==> src/msrb_pkg.sv <==
// Shared constants, types and helpers for the motor set-point register bank
package msrb_pkg;

  // ==========================================================================
  // Geometry
  localparam int WORD_W = 12;
  localparam int NUM_REGS = 6;
  localparam int NUM_POTS = 4;

  // ==========================================================================
  // Register indices, read codes and the write flag
  localparam logic [2:0] IDX_SPEED = 3'h0;
  localparam logic [2:0] IDX_DRIVE = 3'h1;
  localparam logic [2:0] IDX_REGEN = 3'h2;
  localparam logic [2:0] IDX_RISE = 3'h3;
  localparam logic [2:0] IDX_FALL = 3'h4;
  localparam logic [2:0] IDX_TRIP = 3'h5;
  localparam logic [2:0] IDX_NONE = 3'h7;
  localparam logic [5:0] RD_SPEED = 6'h00;
  localparam logic [5:0] RD_DRIVE = 6'h02;
  localparam logic [5:0] RD_REGEN = 6'h03;
  localparam logic [5:0] RD_RISE = 6'h04;
  localparam logic [5:0] RD_FALL = 6'h05;
  localparam logic [5:0] RD_TRIP = 6'h06;
  localparam int WR_FLAG_BIT = 6;
  localparam int ADDR_FLAG_BIT = 7;
  localparam logic [7:0] NACK_FLAG = 8'h80;
  localparam logic [6:0] CHECK_MASK = 7'h7f;

  // ==========================================================================
  // Reset values and output scaling
  localparam logic [WORD_W-1:0] REG_RESET = 12'h000;
  localparam logic [18:0] DUTY_NUM = 19'h00061;
  localparam logic [18:0] DUTY_DEN = 19'h00064;

  // ==========================================================================
  // Ramp timing: a full-scale ramp of 4096 code steps takes one ramp unit per unit of ramp time
  localparam int CLK_PERIOD_NS = 10;
  localparam int RAMP_UNIT_NS = 10000000;
  localparam int RAMP_STEPS = 4096;
  localparam int RAMP_STEP_NS = RAMP_UNIT_NS / RAMP_STEPS;
  localparam int RAMP_STEP_CYC = (RAMP_STEP_NS / CLK_PERIOD_NS < 1) ? 1 :
                                 RAMP_STEP_NS / CLK_PERIOD_NS;

  // ==========================================================================
  // Types
  typedef enum logic [2:0] {
    ST_IDLE = 3'b000,
    ST_CMD = 3'b001,
    ST_D1 = 3'b010,
    ST_D2 = 3'b011,
    ST_CHK = 3'b100
  } msrb_fsm_t;

  typedef struct packed {
    logic valid;
    logic [7:0] data;
  } msrb_byte_t;

  // ==========================================================================
  // Helpers
  function automatic logic [2:0] msrb_cmd_index(input logic [5:0] code);
    case (code)
      RD_SPEED: msrb_cmd_index = IDX_SPEED;
      RD_DRIVE: msrb_cmd_index = IDX_DRIVE;
      RD_REGEN: msrb_cmd_index = IDX_REGEN;
      RD_RISE: msrb_cmd_index = IDX_RISE;
      RD_FALL: msrb_cmd_index = IDX_FALL;
      RD_TRIP: msrb_cmd_index = IDX_TRIP;
      default: msrb_cmd_index = IDX_NONE;
    endcase
  endfunction : msrb_cmd_index

  function automatic logic [6:0] msrb_check(input logic [7:0] c, input logic [7:0] a,
                                            input logic [7:0] b);
    logic [6:0] sum;
    sum = c[6:0] + a[6:0] + b[6:0];
    msrb_check = sum & CHECK_MASK;
  endfunction : msrb_check

endpackage : msrb_pkg

==> src/msrb_ramp.sv <==
// Rate limiter that walks the applied level toward the speed set-point
`timescale 1ns/1ps
`default_nettype none
module msrb_ramp
  import msrb_pkg::*;
(
  input wire logic clk_sys,
  input wire logic arst_n,
  input wire logic stepTick,
  input wire logic [WORD_W-1:0] target,
  input wire logic [WORD_W-1:0] riseTime,
  input wire logic [WORD_W-1:0] fallTime,
  input wire logic fallEnable,
  output logic [WORD_W-1:0] level
);

  typedef struct packed {
    logic [WORD_W-1:0] level;
    logic [WORD_W-1:0] cnt;
  } msrb_ramp_st_t;

  msrb_ramp_st_t cur_ff;
  msrb_ramp_st_t nxt_cur;
  logic [WORD_W-1:0] period;
  logic rising;

  assign level = cur_ff.level;

  // ==========================================================================
  // Stepping
  always_comb
  begin
    nxt_cur = cur_ff;
    rising = target > cur_ff.level;
    period = rising ? riseTime : fallTime;
    if (target == cur_ff.level)
    begin
      nxt_cur.cnt = '0;
    end
    else if (!rising && !fallEnable)
    begin
      // Falling limit off: follow immediately
      nxt_cur.level = target; // RULE16
    end
    else if (period == '0)
    begin
      nxt_cur.level = target;
    end
    else if (stepTick)
    begin
      if (cur_ff.cnt >= period - 12'h001)
      begin
        nxt_cur.cnt = '0;
        nxt_cur.level = rising ? cur_ff.level + 12'h001 : cur_ff.level - 12'h001; // RULE14
      end
      else
      begin
        nxt_cur.cnt = cur_ff.cnt + 12'h001;
      end
    end
  end

  always_ff @(posedge clk_sys or negedge arst_n)
  begin
    if (!arst_n)
    begin
      cur_ff <= '0;
    end
    else
    begin
      cur_ff <= nxt_cur;
    end
  end

  chk_ramp_single_step: assert property (@(posedge clk_sys) disable iff (!arst_n) // RULE14
    ($past(riseTime) != '0 && $past(target) > $past(cur_ff.level)) |->
    (cur_ff.level - $past(cur_ff.level) <= 12'h001))
    else $error("ramp rose faster than one code per step");

endmodule : msrb_ramp
`default_nettype wire

==> src/msrb_top.sv <==
// Serial-command register bank for motor set-points, limits and undervoltage trip
`timescale 1ns/1ps
`default_nettype none
// Summary of operation
// RULE1: Speed written by 0x40, read by 0x00
// RULE2: Twelve-bit speed, 4095 means 97 percent duty
// RULE3: Speed follows speed input, through ramps
// RULE4: Changed speed input overwrites a written speed
// RULE5: Speed lock stops speed input overwriting
// RULE6: Values reset at restart, kept only by saving
// RULE7: Duty reduced by current limit and regen
// RULE8: Drive limit written 0x42, read 0x02
// RULE9: Drive limit from pot, overridable, lockable
// RULE10: Drive limit accepts codes 0 to 4095
// RULE11: Regen limit written 0x43, read 0x03
// RULE12: Regen limit from pot, overridable, lockable
// RULE13: Rise ramp written 0x44, read 0x04
// RULE14: Rise ramp sets climb rate, pot backed
// RULE15: Fall ramp written 0x45, read 0x05
// RULE16: Fall ramp sets descent rate, off by default
// RULE17: Master never writes fall ramp below one
// RULE18: Trip level written 0x46, read 0x06
// RULE19: Low supply shuts down once written, locked
// RULE20: Low supply shutdown reported as status
// RULE21: Address bytes have MSB set, others clear
// RULE22: Check byte is byte sum masked 0x7f
// RULE23: Write answered with address, bad check adds 0x80
// RULE24: Read answered with two data, one check
// RULE25: Value split bits 13:7 then 6:0
module msrb_top
  import msrb_pkg::*;
#(
  parameter int STEP_CYC = RAMP_STEP_CYC
)
(
  input wire logic clk_sys,
  input wire logic arst_n,
  input wire logic [6:0] ownAddr,
  input wire msrb_byte_t rxByte,
  output msrb_byte_t txByte,
  input wire logic txReady,
  input wire logic [NUM_POTS-1:0][WORD_W-1:0] potSample,
  input wire logic [NUM_REGS-1:0] lockBits,
  input wire logic [WORD_W-1:0] supplyLevel,
  input wire logic [WORD_W-1:0] loadCurrent,
  input wire logic regenActive,
  output logic [NUM_REGS-1:0][WORD_W-1:0] regValues,
  output logic [WORD_W-1:0] dutyCode,
  output logic lowSupplyShutdown,
  output logic lowSupplyEvent
);

  typedef struct packed {
    msrb_fsm_t fsm;
    logic selected;
    logic [7:0] cmd;
    logic [7:0] d1;
    logic [7:0] d2;
    logic [NUM_REGS-1:0][WORD_W-1:0] regs;
    logic [NUM_POTS-1:0][WORD_W-1:0] potRef;
    logic loaded;
    logic tripArmed;
    logic [2:0][7:0] txq;
    logic [1:0] txCnt;
    logic lowSupply;
    logic lowEvent;
    logic [WORD_W-1:0] duty;
    logic [15:0] tick;
  } msrb_state_t;

  msrb_state_t st_ff;
  msrb_state_t nxt_st;

  logic stepTick;
  logic [WORD_W-1:0] rampLevel;
  logic fallEnable;
  logic tripActive;
  logic wrGood;
  logic wrBad;
  logic rdHit;
  logic [2:0] idx;
  logic [7:0] rdD1;
  logic [7:0] rdD2;
  logic [18:0] dutyFull;

  // ==========================================================================
  // Output level shaping
  // Zero fall time turns the falling limit off; master keeps it at one or more
  assign fallEnable = st_ff.regs[IDX_FALL] != '0; // RULE16 RULE17
  assign stepTick = st_ff.tick == 16'(STEP_CYC - 1);
  assign tripActive = st_ff.tripArmed && lockBits[IDX_TRIP]; // RULE19

  msrb_ramp u_ramp (
    .clk_sys(clk_sys),
    .arst_n(arst_n),
    .stepTick(stepTick),
    .target(st_ff.regs[IDX_SPEED]),
    .riseTime(st_ff.regs[IDX_RISE]),
    .fallTime(st_ff.regs[IDX_FALL]),
    .fallEnable(fallEnable),
    .level(rampLevel)
  );

  assign regValues = st_ff.regs;
  assign dutyCode = st_ff.duty;
  assign lowSupplyShutdown = st_ff.lowSupply;
  assign lowSupplyEvent = st_ff.lowEvent;
  assign txByte.valid = st_ff.txCnt != 2'h0;
  assign txByte.data = st_ff.txq[0];

  // ==========================================================================
  // Next-state logic
  always_comb
  begin
    nxt_st = st_ff;
    wrGood = 1'b0;
    wrBad = 1'b0;
    rdHit = 1'b0;
    idx = msrb_cmd_index(st_ff.cmd[5:0]);
    rdD1 = 8'h00;
    rdD2 = 8'h00;
    nxt_st.lowEvent = 1'b0;
    nxt_st.tick = stepTick ? 16'h0000 : st_ff.tick + 16'h0001;

    // Potentiometer tracking; a moved pot wins unless its lock is set or a good write to that register completes in the same cycle
    for (int i = 0; i < NUM_POTS; i++)
    begin
      if (!st_ff.loaded)
      begin
        nxt_st.regs[i] = potSample[i]; // RULE3
        nxt_st.potRef[i] = potSample[i];
      end
      else if (potSample[i] != st_ff.potRef[i])
      begin
        nxt_st.potRef[i] = potSample[i];
        if (!lockBits[i])
        begin
          nxt_st.regs[i] = potSample[i]; // RULE4 RULE5 RULE9 RULE12 RULE14
        end
      end
    end
    nxt_st.loaded = 1'b1;

    // Reply bytes drain one per accepted handshake
    if (txByte.valid && txReady)
    begin
      nxt_st.txq = {8'h00, st_ff.txq[2:1]};
      nxt_st.txCnt = st_ff.txCnt - 2'h1;
    end

    // Frame decoding
    if (rxByte.valid)
    begin
      if (rxByte.data[ADDR_FLAG_BIT])
      begin
        nxt_st.selected = rxByte.data[6:0] == ownAddr; // RULE21
        nxt_st.fsm = (rxByte.data[6:0] == ownAddr) ? ST_CMD : ST_IDLE;
      end
      else
      begin
        case (st_ff.fsm)
          ST_IDLE:
          begin
            nxt_st.fsm = ST_IDLE;
          end
          ST_CMD:
          begin
            nxt_st.cmd = rxByte.data;
            idx = msrb_cmd_index(rxByte.data[5:0]);
            if (rxByte.data[WR_FLAG_BIT])
            begin
              nxt_st.fsm = ST_D1;
            end
            else if (idx != IDX_NONE)
            begin
              // Value bits 13:12 are always zero for twelve-bit fields
              rdHit = 1'b1;
              rdD1 = {3'b000, st_ff.regs[idx][11:7]}; // RULE25
              rdD2 = {1'b0, st_ff.regs[idx][6:0]};
              nxt_st.txq = {{1'b0, msrb_check(rxByte.data, rdD1, rdD2)}, rdD2, rdD1}; // RULE24
              nxt_st.txCnt = 2'h3;
            end
          end
          ST_D1:
          begin
            nxt_st.d1 = rxByte.data;
            nxt_st.fsm = ST_D2;
          end
          ST_D2:
          begin
            nxt_st.d2 = rxByte.data;
            nxt_st.fsm = ST_CHK;
          end
          ST_CHK:
          begin
            nxt_st.fsm = ST_CMD;
            nxt_st.txCnt = 2'h1;
            if (rxByte.data[6:0] == msrb_check(st_ff.cmd, st_ff.d1, st_ff.d2)) // RULE22
            begin
              wrGood = 1'b1;
              nxt_st.txq = {16'h0000, 1'b0, ownAddr}; // RULE23
              if (idx != IDX_NONE)
              begin
                // Bits 13:12 fall outside the field and are dropped
                nxt_st.regs[idx] = {st_ff.d1[4:0], st_ff.d2[6:0]}; // RULE1 RULE8 RULE10 RULE11 RULE13 RULE15 RULE18 RULE25
                if (idx < 3'(NUM_POTS))
                begin
                  nxt_st.potRef[idx] = potSample[idx]; // RULE4
                end
                if (idx == IDX_TRIP)
                begin
                  nxt_st.tripArmed = 1'b1; // RULE19
                end
              end
            end
            else
            begin
              wrBad = 1'b1;
              nxt_st.txq = {16'h0000, NACK_FLAG | {1'b0, ownAddr}}; // RULE23
            end
          end
          default:
          begin
            nxt_st.fsm = ST_IDLE;
          end
        endcase
      end
    end

    // Undervoltage trip, reported on entry
    nxt_st.lowSupply = tripActive && (supplyLevel < st_ff.regs[IDX_TRIP]); // RULE19
    nxt_st.lowEvent = nxt_st.lowSupply && !st_ff.lowSupply; // RULE20

    // Duty: 4095 maps to 97 percent of full scale, then the limiters
    dutyFull = (19'(rampLevel) * DUTY_NUM) / DUTY_DEN; // RULE2
    if (st_ff.lowSupply || regenActive)
    begin
      nxt_st.duty = '0; // RULE7
    end
    else if (loadCurrent > st_ff.regs[IDX_DRIVE])
    begin
      nxt_st.duty = dutyFull[12:1]; // RULE7
    end
    else
    begin
      nxt_st.duty = dutyFull[11:0];
    end
  end

  // ==========================================================================
  // State register; nothing survives a restart
  always_ff @(posedge clk_sys or negedge arst_n)
  begin
    if (!arst_n)
    begin
      st_ff <= '0; // RULE6
    end
    else
    begin
      st_ff <= nxt_st;
    end
  end

  // ==========================================================================
  // Checks
  chk_write_ack_addr: assert property (@(posedge clk_sys) disable iff (!arst_n) // RULE23
    wrGood |=> (txByte.valid && txByte.data == {1'b0, ownAddr} && st_ff.txCnt == 2'h1))
    else $error("good write not answered with own address");

  chk_write_nack_addr: assert property (@(posedge clk_sys) disable iff (!arst_n) // RULE23
    wrBad |=> (txByte.data == (NACK_FLAG | {1'b0, ownAddr})))
    else $error("bad check not answered with flagged address");

  chk_read_three_bytes: assert property (@(posedge clk_sys) disable iff (!arst_n) // RULE24
    (rdHit && !txReady) |=> (st_ff.txCnt == 2'h3 && txByte.data[7:5] == 3'b000))
    else $error("read did not queue three bytes");

  chk_reply_check_byte: assert property (@(posedge clk_sys) disable iff (!arst_n) // RULE22
    rdHit |=> (st_ff.txq[2] ==
      {1'b0, msrb_check($past(rxByte.data), st_ff.txq[0], st_ff.txq[1])}))
    else $error("read check byte wrong");

  // Unknown read codes and foreign frames must leave the reply line quiet
  chk_unknown_read_quiet: assert property (@(posedge clk_sys) disable iff (!arst_n) // RULE24
    (st_ff.fsm == ST_CMD && rxByte.valid && rxByte.data[7:6] == 2'b00 &&
     msrb_cmd_index(rxByte.data[5:0]) == IDX_NONE && !txByte.valid) |=> !txByte.valid)
    else $error("unknown read code answered");

  chk_unselected_quiet: assert property (@(posedge clk_sys) disable iff (!arst_n) // RULE21
    (!st_ff.selected && rxByte.valid && !rxByte.data[ADDR_FLAG_BIT] && !txByte.valid) |=>
    !txByte.valid)
    else $error("unselected device answered a byte");

  chk_lock_holds_speed: assert property (@(posedge clk_sys) disable iff (!arst_n) // RULE5
    (st_ff.loaded && lockBits[IDX_SPEED] && !wrGood) |=>
    (st_ff.regs[IDX_SPEED] == $past(st_ff.regs[IDX_SPEED])))
    else $error("locked speed changed without a write");

  chk_pot_overwrite: assert property (@(posedge clk_sys) disable iff (!arst_n) // RULE9
    (st_ff.loaded && !lockBits[IDX_DRIVE] && !wrGood &&
     potSample[IDX_DRIVE] != st_ff.potRef[IDX_DRIVE]) |=>
    (st_ff.regs[IDX_DRIVE] == $past(potSample[IDX_DRIVE])))
    else $error("moved pot did not overwrite drive limit");

  chk_fall_immediate: assert property (@(posedge clk_sys) disable iff (!arst_n) // RULE16
    (!fallEnable && st_ff.regs[IDX_SPEED] < rampLevel) |=>
    (rampLevel == $past(st_ff.regs[IDX_SPEED])))
    else $error("disabled fall ramp did not follow at once");

  chk_trip_shutdown: assert property (@(posedge clk_sys) disable iff (!arst_n) // RULE19
    (tripActive && supplyLevel < st_ff.regs[IDX_TRIP]) |=> lowSupplyShutdown)
    else $error("low supply not shut down");

  chk_trip_idle_unarmed: assert property (@(posedge clk_sys) disable iff (!arst_n) // RULE19
    !st_ff.tripArmed |=> !lowSupplyShutdown)
    else $error("trip acted before being written");

  chk_trip_needs_lock: assert property (@(posedge clk_sys) disable iff (!arst_n) // RULE19
    !lockBits[IDX_TRIP] |=> !lowSupplyShutdown)
    else $error("trip acted while unlocked");

  chk_low_event_pulse: assert property (@(posedge clk_sys) disable iff (!arst_n) // RULE20
    $rose(lowSupplyShutdown) |-> (lowSupplyEvent ##1 !lowSupplyEvent))
    else $error("low supply status not reported once");

  chk_regen_zero_duty: assert property (@(posedge clk_sys) disable iff (!arst_n) // RULE7
    regenActive |=> (dutyCode == '0))
    else $error("duty not cut during regen");

  chk_over_current_half: assert property (@(posedge clk_sys) disable iff (!arst_n) // RULE7
    (loadCurrent > st_ff.regs[IDX_DRIVE]) |=> (dutyCode <= 12'h7c2))
    else $error("over current did not halve duty");

  chk_full_scale_duty: assert property (@(posedge clk_sys) disable iff (!arst_n) // RULE2
    (rampLevel == 12'hfff && !regenActive && !st_ff.lowSupply &&
     loadCurrent <= st_ff.regs[IDX_DRIVE]) |=> (dutyCode == 12'hf84))
    else $error("full speed is not 97 percent duty");

  cov_good_write: cover property (@(posedge clk_sys) disable iff (!arst_n) wrGood);
  cov_bad_write: cover property (@(posedge clk_sys) disable iff (!arst_n) wrBad);
  cov_read_reply: cover property (@(posedge clk_sys) disable iff (!arst_n)
    rdHit ##[1:20] (st_ff.txCnt == 2'h0));
  cov_trip: cover property (@(posedge clk_sys) disable iff (!arst_n) lowSupplyEvent);
  cov_foreign_byte: cover property (@(posedge clk_sys) disable iff (!arst_n)
    !st_ff.selected && rxByte.valid && !rxByte.data[ADDR_FLAG_BIT]);

endmodule : msrb_top
`default_nettype wire

==> config.mk <==
export PLATFORM = sky130hd
export DESIGN_NAME = msrb_top
export DESIGN_NICKNAME = d
export VERILOG_FILES = /design/src/msrb_pkg.sv /design/src/msrb_ramp.sv /design/src/msrb_top.sv
export SDC_FILE = /design/constraint.sdc
export NUM_CORES = 1
export LEC_CHECK = 0
export BUFFER_PORTS_ARGS = -buffer_cell sky130_fd_sc_hd__buf_2
export CAP_MARGIN = 20
export CELL_PAD_IN_SITES_DETAIL_PLACEMENT = 2
export CELL_PAD_IN_SITES_GLOBAL_PLACEMENT = 2
export CORE_MARGIN = 2
export CORE_UTILIZATION = 30
export CTS_CLUSTER_DIAMETER = 30
export DETAILED_ROUTE_END_ITERATION = 12
export PLACE_DENSITY_LB_ADDON = 0.1
export RECOVER_POWER = 25
export SLEW_MARGIN = 10
export SYNTH_ARGS = -nofsm -noshare
export SYNTH_HDL_FRONTEND = slang
export SYNTH_HIERARCHICAL = 1
export SYNTH_SLANG_ARGS = --single-unit
==> constraint.sdc <==
create_clock -name clk_sys -period 19.55 [get_ports clk_sys]
set_input_delay 1.955 -clock clk_sys [delete_from_list [all_inputs] [get_ports clk_sys]]
set_output_delay 1.955 -clock clk_sys [all_outputs]
set_load 0.01 [all_outputs]
Word level (Yosys, flattened, before mapping):

Index checks and enable logic that the tools add are counted.

* logic and storage cells: 169
* input bits: 98
* register bits: 226

* reduce and logical (&&, ||, !) cells: 27
* divide/modulo/power cells: 1
* magnitude comparators: 9
* $mul: 1
* eq/ne operators: 28
* bitwise operators: 2
* add/sub/neg operators: 10
* muxes and demuxes: 65

Operators by type and width (count)
* 96-bit two-way mux: 5
* 12-bit two-way mux: 35
* 26-bit two-way mux: 5
* 72-bit bitwise mux: 1
* 26-bit case mux with 2 select lines: 1
* 48-bit bitwise mux: 1
* 48-bit two-way mux: 1
* 12-bit != test: 4
* 12-bit binary-select mux with 3-bit select: 1
* 12-bit demux with 3-bit select: 1
* 6-bit by 3-bit == test with 1-bit output, second input constant: 6
* 3-bit case mux with 6 select lines: 2
* 12-bit by 1-bit adder with 12-bit output, second input constant: 2
* 12-bit binary-select mux with 2-bit select: 1
* 12-bit demux with 2-bit select: 1
* 6-bit by 2-bit == test with 1-bit output, second input constant: 4
* 12-bit greater-than comparator: 2
* 24-bit two-way mux: 1
* 12-bit by 1-bit subtractor with 12-bit output, second input constant: 2
* 7-bit adder: 3
* 19-bit by 7-bit divider with 19-bit output, second input constant: 1
* 12-bit by 7-bit multiplier with 19-bit output, second input constant: 1
* 16-bit by 1-bit adder with 16-bit output, second input constant: 1
* 16-bit by 8-bit == test with 1-bit output, second input constant: 1
* other kinds (32): 60

Depth between registers and ports, before layout:

Gate-level depths: netlist of run 1.

* depth after elaboration: 14
* gate-level depth with buffers: 48
* depth with buffers taken out: 38

Cells and area by module:

The synthesis of run 1 kept the hierarchy.

By module, submodules not included
* msrb_top: instances 1, cells each 1749, area an instance 15482.3 um^2
* msrb_ramp: instances 1, cells each 322, area an instance 2772.7 um^2

Least setup slack after synthesis of run 1:

No wires, ideal clock.

* path type: register to register
* from: register u_ramp.cur_ff (netlist bit u_ramp/level[4])
* to: register st_ff (netlist bit dutyCode[0])
* buffers on the path: 6
* cell stages (with the launch flop): 43
* data arrival time: 9.464 ns
* data required time: 19.468 ns
* slack: 10.003 ns
* cell sequence: dfrtp_1 > buf_4 > clkbuf_1 > inv_1 > ha_1 > ha_1 > ha_1 > fa_1 > ha_1 > o211ai_2 > a21o_1 > nand3_1 > a221oi_1 > buf_4 > nor3_1 > o2bb2ai_1 > or2_1 > o2111a_1 > [7 not listed] > and2_4 > a41o_2 > mux2_1 > o211ai_2 > buf_6 > a211o_1 > and3_1 > a21oi_2 > mux2i_1 > a21oi_1 > a311oi_2 > o31ai_2 > buf_6 > o211a_1 > a2111oi_0 > o211ai_1 > a221o_1 > o22ai_1

RTL lines
* start: declaration: line msrb_ramp.sv:22 `msrb_ramp_st_t cur_ff;`
* start signal: assignment: line msrb_ramp.sv:71 `cur_ff <= nxt_cur;`
* end signal: assignment: line msrb_top.sv:260 `st_ff <= nxt_st;`
* end: declaration: line msrb_top.sv:71 `msrb_state_t st_ff;`

==> results.md, run 1 <==
* Crit path kind: flip-flop to flip-flop
* Clock tree sinks at 226
* Post-CTS setup buffers at 0
* Cells on Worst Hold Path at 1
* CTS Buffer Depth at 3
* Number of enable flip-flop cells after synthesis at 0
* Share of layout cells above drive strength 1 at 0.1690
* Worst stage delay on the critical path at 0.87 ns
* Worst reg2reg path startpoint: u_ramp/level[3]
* Synth Area per Inst at around 8.8 um^2
* Cell row count at 90
* Worst Reg-to-Reg Cells at 36
* Routed WL at 69340 um
* DR vias/cell at between 5 and 6
* CP required at 19.94 ns
* Setup violations, final at 0
* Starting density of the core at 0.3030
* Routability cong. at 0.8358
* Cell at the slowest stage of the critical path: a311oi_2
* Critical Path Source Type: flip-flop
* Setup_tns at 0 ns
* Core area at between 60000 and 70000 um^2
* Most common cell in the netlist: dfrtp_1
* Die H at 250.7 um
* Capture point of the worst reg-to-reg path: dutyCode[0]
* Final Slew Violations at 111
* WL/cell at 23.43 um
* Number of port buffers at 191
* Post-synth top area cell: dfrtp_1
* Fillers at 6604
* Netlist Area Pre-Place at approximately 18000 um^2
* Yosys cell types at 108
* First-pass GRT wire length at 107600 um
* RSZ-0062 raised after global routing: false
* Fmax achieved at 74.46 MHz
* Cells after Synth at 2071
* Max Cap Viol at 1
* Top-area cell type share of the netlist area at 0.3098
* Crit path time final at ~13 ns
* I/O pins at 193
* GRT overflow at 0
* HP Class: flip-flop to flip-flop
* First-pass DRT Iterations at 7
* Post-synth top cells: 226 x dfrtp_1, 191 x nand2_1, 156 x nor2_1
* Root Driver: clkbuf_16
* Vias in the first global route at 17630
* Register area share after synthesis at 0.3098
* DR vias at 15760
* CTS tree: built
* Worst Path Buf+Inv at 1
* Gr usage total at 0.2222
* Final layout net count at 2366
* Failing checks: capacitance limit, slew limit
* Worst Tran Pin Value at 6.254 ns
* Reg-to-reg slack, setup at 6.12 ns
* FF+latch count, synth at 226
* Net count after synthesis at approximately 2300
* Min-delay src: lowSupplyShutdown
* ANT nets after route at 0
* Clock Skew at 0.05401 ns
* Clock transition at path regs at 0.04 ns
* Hold Path End: lowSupplyEvent
* Cts hold-fix bufs at 0
* DP Wirelength at approximately 53000 um
* Worst skew pair latency at ~0.61 ns
* First DRT Iteration DRCs at 532
* Delay-heaviest family, CP: compound AO/OA/AOI/OAI gates
* Tcrit/Tclk final at 0.6869
* Top area cells in the synthesized netlist: dfrtp_1 31%, ha_1 8.8%, xnor2_1 5.1%
* Async set-or-reset flop fraction in the synthesized netlist at 1.000
* Yosys warns at 6
* Die W at 250.7 um
* Rel. slew slack at -3.169
* Post-cts sizing count at 0
* Total die area at ~63000 um^2
* H-Tree Depth at 3
* DR DRC count at 0
* CP arrival at 13.82 ns
* Endpoints failing hold at 0
* Crit. End Element: flip-flop
* Largest net degree at the start of global routing at 111
* Top FF cell, synth: dfrtp_1
* Antenna violations before repair at 5
* Cts bufs inserted at 74
* Status: finished with violations
* Worst-path fanout max at 16
* Area Overhead vs Synth at 18.22%
==> worst reg2reg max path: cells and delay by family, from the launching register on <==
family                     cells  cell delay, ns
and+or+nand+nor                7            1.96
DFF                            1            0.65
muxes                          1            0.86
xor gates and xnor gates       1            0.63
adders and majority gates      5            1.89
buffers and inverters          1            0.27
AOI/OAI and AO/OA             21            6.97
==> worst max path at each step <==
stage	start	to	slack (ns)	depth (start not counted)
final	u_ramp/level[3]	dutyCode[0]	6.12	36
after global routing	u_ramp/level[3]	dutyCode[0]	4.97	36
after CTS	u_ramp/level[3]	dutyCode[0]	6.18	36
after detailed placement	u_ramp/level[3]	dutyCode[0]	6.25	36
after global placement	u_ramp/level[3]	dutyCode[0]	6.60	36
after floorplan	u_ramp/level[4]	dutyCode[0]	10.00	42
==> flip-flops by register name, indices dropped and copies added, names as in the netlist <==
name               count
dutyCode              12
st_ff                108
u_ramp/level          12
lowSupplyShutdown      1
u_ramp/cur_ff         12
lowSupplyEvent         1
txByte                 8
regValues             72
==> final cells by class <==
cell class	count	area [um^2]	area share
well taps	782	978.4	0.04534
repair buffers	207	1035	0.04795
multi-input cells	1527	10950	0.5072
diodes	1	2.502	0.0001160
clock buffers	108	2190	0.1015
inverters	85	331.6	0.01536
flip-flops and latches	226	5655	0.2621
clock inverters	24	441.7	0.02047
==> metrics by stage <==
stage / instances / util / hold slack [ns] / setup WS, ns / area, um^2
6_report: 2960 / 0.3582 / 0.4410 / 6.121 / 21580
5_1_grt: 2959 / 0.3582 / 0.4761 / 4.974 / 21580
4_1_cts: 2958 / 0.3589 / 0.4421 / 6.180 / 21620
3_5_place_dp: 2826 / 0.3152 / 0.4440 / 6.254 / 18990
3_3_place_gp: 2826 / 0.3152 / 0.4355 / 6.604 / 18990
2_1_floorplan: 2071 / - / 0.4320 / 10.00 / 18260
==> metal layers <==
| metal | vias up | track usage | wire [um] |
|---|---|---|---|
| met2 | 229 | 0.3936 | 34800 |
| met5 | - | 0 | 28 |
| met3 | 106 | 0.03866 | 2066 |
| met1 | 8008 | 0.2771 | 30910 |
| li1 | 7411 | - | - |
| met4 | 6 | 0.05988 | 1537 |
==> kinds of logic after synthesis <==
logic type | share of synthesized area
simple gates | 0.1488
xor+xnor | 0.07005
mux | 0.06936
buf+inv | 0.09129
other cells | 0.0002054
compound gates | 0.2023
fa+ha+maj | 0.1082
flops | 0.3098
==> cells in the final DEF, fill, tap and decap left out, types with 25 or more instances in the layout <==
master	netlist	routed
a21o_1	35	35
a21oi_1	138	138
buf_2	11	142
clkbuf_1	106	62
clkbuf_16	0	74
dfrtp_1	226	226
ha_1	129	129
inv_1	84	84
mux2_2	25	25
mux2i_1	93	93
nand2_1	191	191
nand3_1	32	32
nand4_1	29	29
nor2_1	156	156
nor3_1	47	47
o21ai_0	109	109
o22ai_1	30	30
xnor2_1	107	107
xor2_1	34	34
Power of run 1 is left out: the tool's default activity adds up to more than one toggle a clock period on the data nets, which glitch-free logic cannot reach.
==> run 2, diff against run 1 <==
==> constraint.sdc (replaced) <==
create_clock -name clk_sys -period 13.43 [get_ports clk_sys]
set_input_delay 1.343 -clock clk_sys [delete_from_list [all_inputs] [get_ports clk_sys]]
set_output_delay 1.343 -clock clk_sys [all_outputs]
set_load 0.01 [all_outputs]
==> run 2 against run 1 <==
- via count increased by 1.3%
- wire length increased by 0.76%
- critical path type unchanged
- the run still ends with capacitance limit, slew limit left
- critical path depth up 4
- sequential share of layout area decreased by 0.053 points
- setup slack lost 4.7 ns
- largest cell class unchanged
- maximum frequency rose by 12%
- worst hold slack gained 0.0029 ns
- final cell count up 0.41%
- core utilization increased by 0.073 points
==> results.md, run 2 (synthesis results as in run 1) <==
* First DRT Iteration DRCs at 640 (+20%)
* RSZ-0062 raised after global routing: false
* Die H at 250.7 um (unchanged)
* Endpoints failing hold at 0 (unchanged)
* Starting density of the core at 0.3030 (unchanged)
* Most used cell, CP: ha_1
* Cell at the slowest stage of the critical path: xnor2_1
* Critical Path Source Type: flip-flop
* Crit. End Element: flip-flop
* Capture point of the worst reg-to-reg path: dutyCode[0]
* Post-cts sizing count at 0 (unchanged)
* Max Cap Viol at 1 (unchanged)
* CTS Buffer Depth at 3 (unchanged)
* GRT overflow at 0 (unchanged)
* ANT nets after route at 0 (unchanged)
* Hold Path End: lowSupplyEvent
* Multi-input gate area at 10950 um^2 (unchanged)
* Area Overhead vs Synth at 18.46%
* Worst skew pair latency at 0.61 ns (about the same)
* Cts hold-fix bufs at 0 (unchanged)
* DR vias at 15970 (+1.3%)
* Crit path kind: flip-flop to flip-flop
* Final Slew Violations at 109 (-1.8%)
* Cts bufs inserted at 76 (+2.7%)
* Routed WL at 69870 um (+0.76%)
* Cell row count at 90 (unchanged)
* Final Cell Area at 21620 um^2 (+0.20%)
* DP Area at 19020 um^2 (+0.16%)
* Worst Reg-to-Reg Cells at 40 (+11%)
* Gr usage total at 0.2237 (+0.001495)
* DR vias/cell at 5.372 (+0.90%)
* Worst-path fanout max at 16 (unchanged)
* Largest register FFs at 108 (unchanged)
* Worst stage delay on the critical path at 0.75 ns (-0.12 ns)
* Final layout net count at 2372 (+0.25%)
* Crit path time final at 12.04 ns (-1.385 ns)
* Largest reg by FF count: st_ff
* PnR worst setup slack at 1.386 ns (-4.735 ns)
* Most frequent cells in the layout: 226 x dfrtp_1, 191 x nand2_1, 156 x nor2_1
* Failing checks: capacitance limit, slew limit
* Tcrit/Tclk final at 0.8968 (+0.2099)
* Fmax achieved at 83.03 MHz (+12%)
* Worst Tran Pin Value at 6.467 ns (+0.2137 ns)
* Worst reg2reg path startpoint: u_ramp/level[4]
* Number of port buffers at 191 (unchanged)
* CP required at 13.88 ns (-6.06 ns)
* Clock Skew at 0.03781 ns (-0.01620 ns)
* Core area at 60250 um^2 (unchanged)
* I/O pins at 193 (unchanged)
* Largest net degree at the start of global routing at 109 (-1.8%)
* DR DRC count at 0 (unchanged)
* Post-Place Worst Slack at 1.457 ns (-4.797 ns)
* Die W at 250.7 um (unchanged)
* Cells on Worst Hold Path at 1 (unchanged)
* Clock transition at path regs at 0.04 ns (about the same)
* Setup_tns at 0 ns (unchanged)
* CP arrival at 12.49 ns (-1.33 ns)
* Commonest non-fill, non-tap cell in the layout: dfrtp_1
* Antenna violations before repair at 3 (-2)
* Share of layout cells above drive strength 1 at 0.1722 (+0.003185)
* First-pass GRT wire length at 108400 um (+0.75%)
* Routability cong. at 0.8410 (+0.62%)
* First-pass DRT Iterations at 4 (-3)
* Min-delay src: lowSupplyShutdown
* Rel. slew slack at -3.312 (-0.1425)
* Area occupied by registers at 5655 um^2 (unchanged)
* HP Class: flip-flop to flip-flop
* Total die area at 62840 um^2 (unchanged)
* Fillers at 6596 (-0.12%)
* Reg-to-reg slack, setup at 1.39 ns (-4.73 ns)
* WL/cell at 23.51 um (+0.35%)
* Setup violations, final at 0 (unchanged)
* Root Driver: clkbuf_16
* Clock tree sinks at 226 (unchanged)
* DP Wirelength at 52670 um (about the same)
* Post-CTS setup buffers at 0 (unchanged)
* Status: finished with violations
* CTS tree: built
* H-Tree Depth at 3 (unchanged)
* Vias in the first global route at 17700 (+0.40%)
==> run 2: per-stage QoR <==
stage | cells | util | hold WS, ns
after floorplan | 2071 | - | 0.4320
after global placement | 2830 | 0.3157 | 0.4419
after detailed placement | 2830 | 0.3157 | 0.4482
after CTS | 2970 | 0.3600 | 0.4530
after global routing | 2971 | 0.3589 | 0.4731
final | 2972 | 0.3589 | 0.4438
==> run 2: area by class of cell <==
class	count	share of cell area
Tap cell	782	0.04525
Clock inverter	32	0.02233
Clock buffer	108	0.1009
Inverter	85	0.01533
Antenna cell	1	0.0001157
Multi-Input combinational cell	1527	0.5062
Sequential cell	226	0.2615
Timing Repair Buffer	211	0.04831
==> run 2: layer usage <==
metal	share of wire	GRT usage	wire (um)
met3	0.034	0.04177	2361
met4	0.024	0.06536	1705
met5	0.00030	0	21
met1	0.44	0.2751	30680
met2	0.50	0.3965	35100
==> run 2: how the worst max path moves through the flow <==
stage,end,slack (ns),startpoint,cells past startpoint
2_1_floorplan,dutyCode[0],3.88,u_ramp/level[4],42
3_3_place_gp,dutyCode[0],1.75,u_ramp/level[4],40
3_5_place_dp,dutyCode[0],1.46,u_ramp/level[4],40
4_1_cts,dutyCode[0],1.42,u_ramp/level[4],40
5_1_grt,dutyCode[0],0.42,u_ramp/level[4],40
6_report,dutyCode[0],1.39,u_ramp/level[4],40
==> run 2: worst max-delay path: cells and delay by family (launching register included) <==
| family | cells | cell delay [ns] |
|---|---|---|
| buffers and inverters | 5 | 0.70 |
| xor gates and xnor gates | 2 | 1.37 |
| DFF | 1 | 0.37 |
| adders and majority gates | 5 | 1.77 |
| AOI/OAI and AO/OA | 20 | 5.37 |
| and+or+nand+nor | 7 | 2.02 |
| muxes | 1 | 0.27 |
Power of run 2 is left out for the same reason.
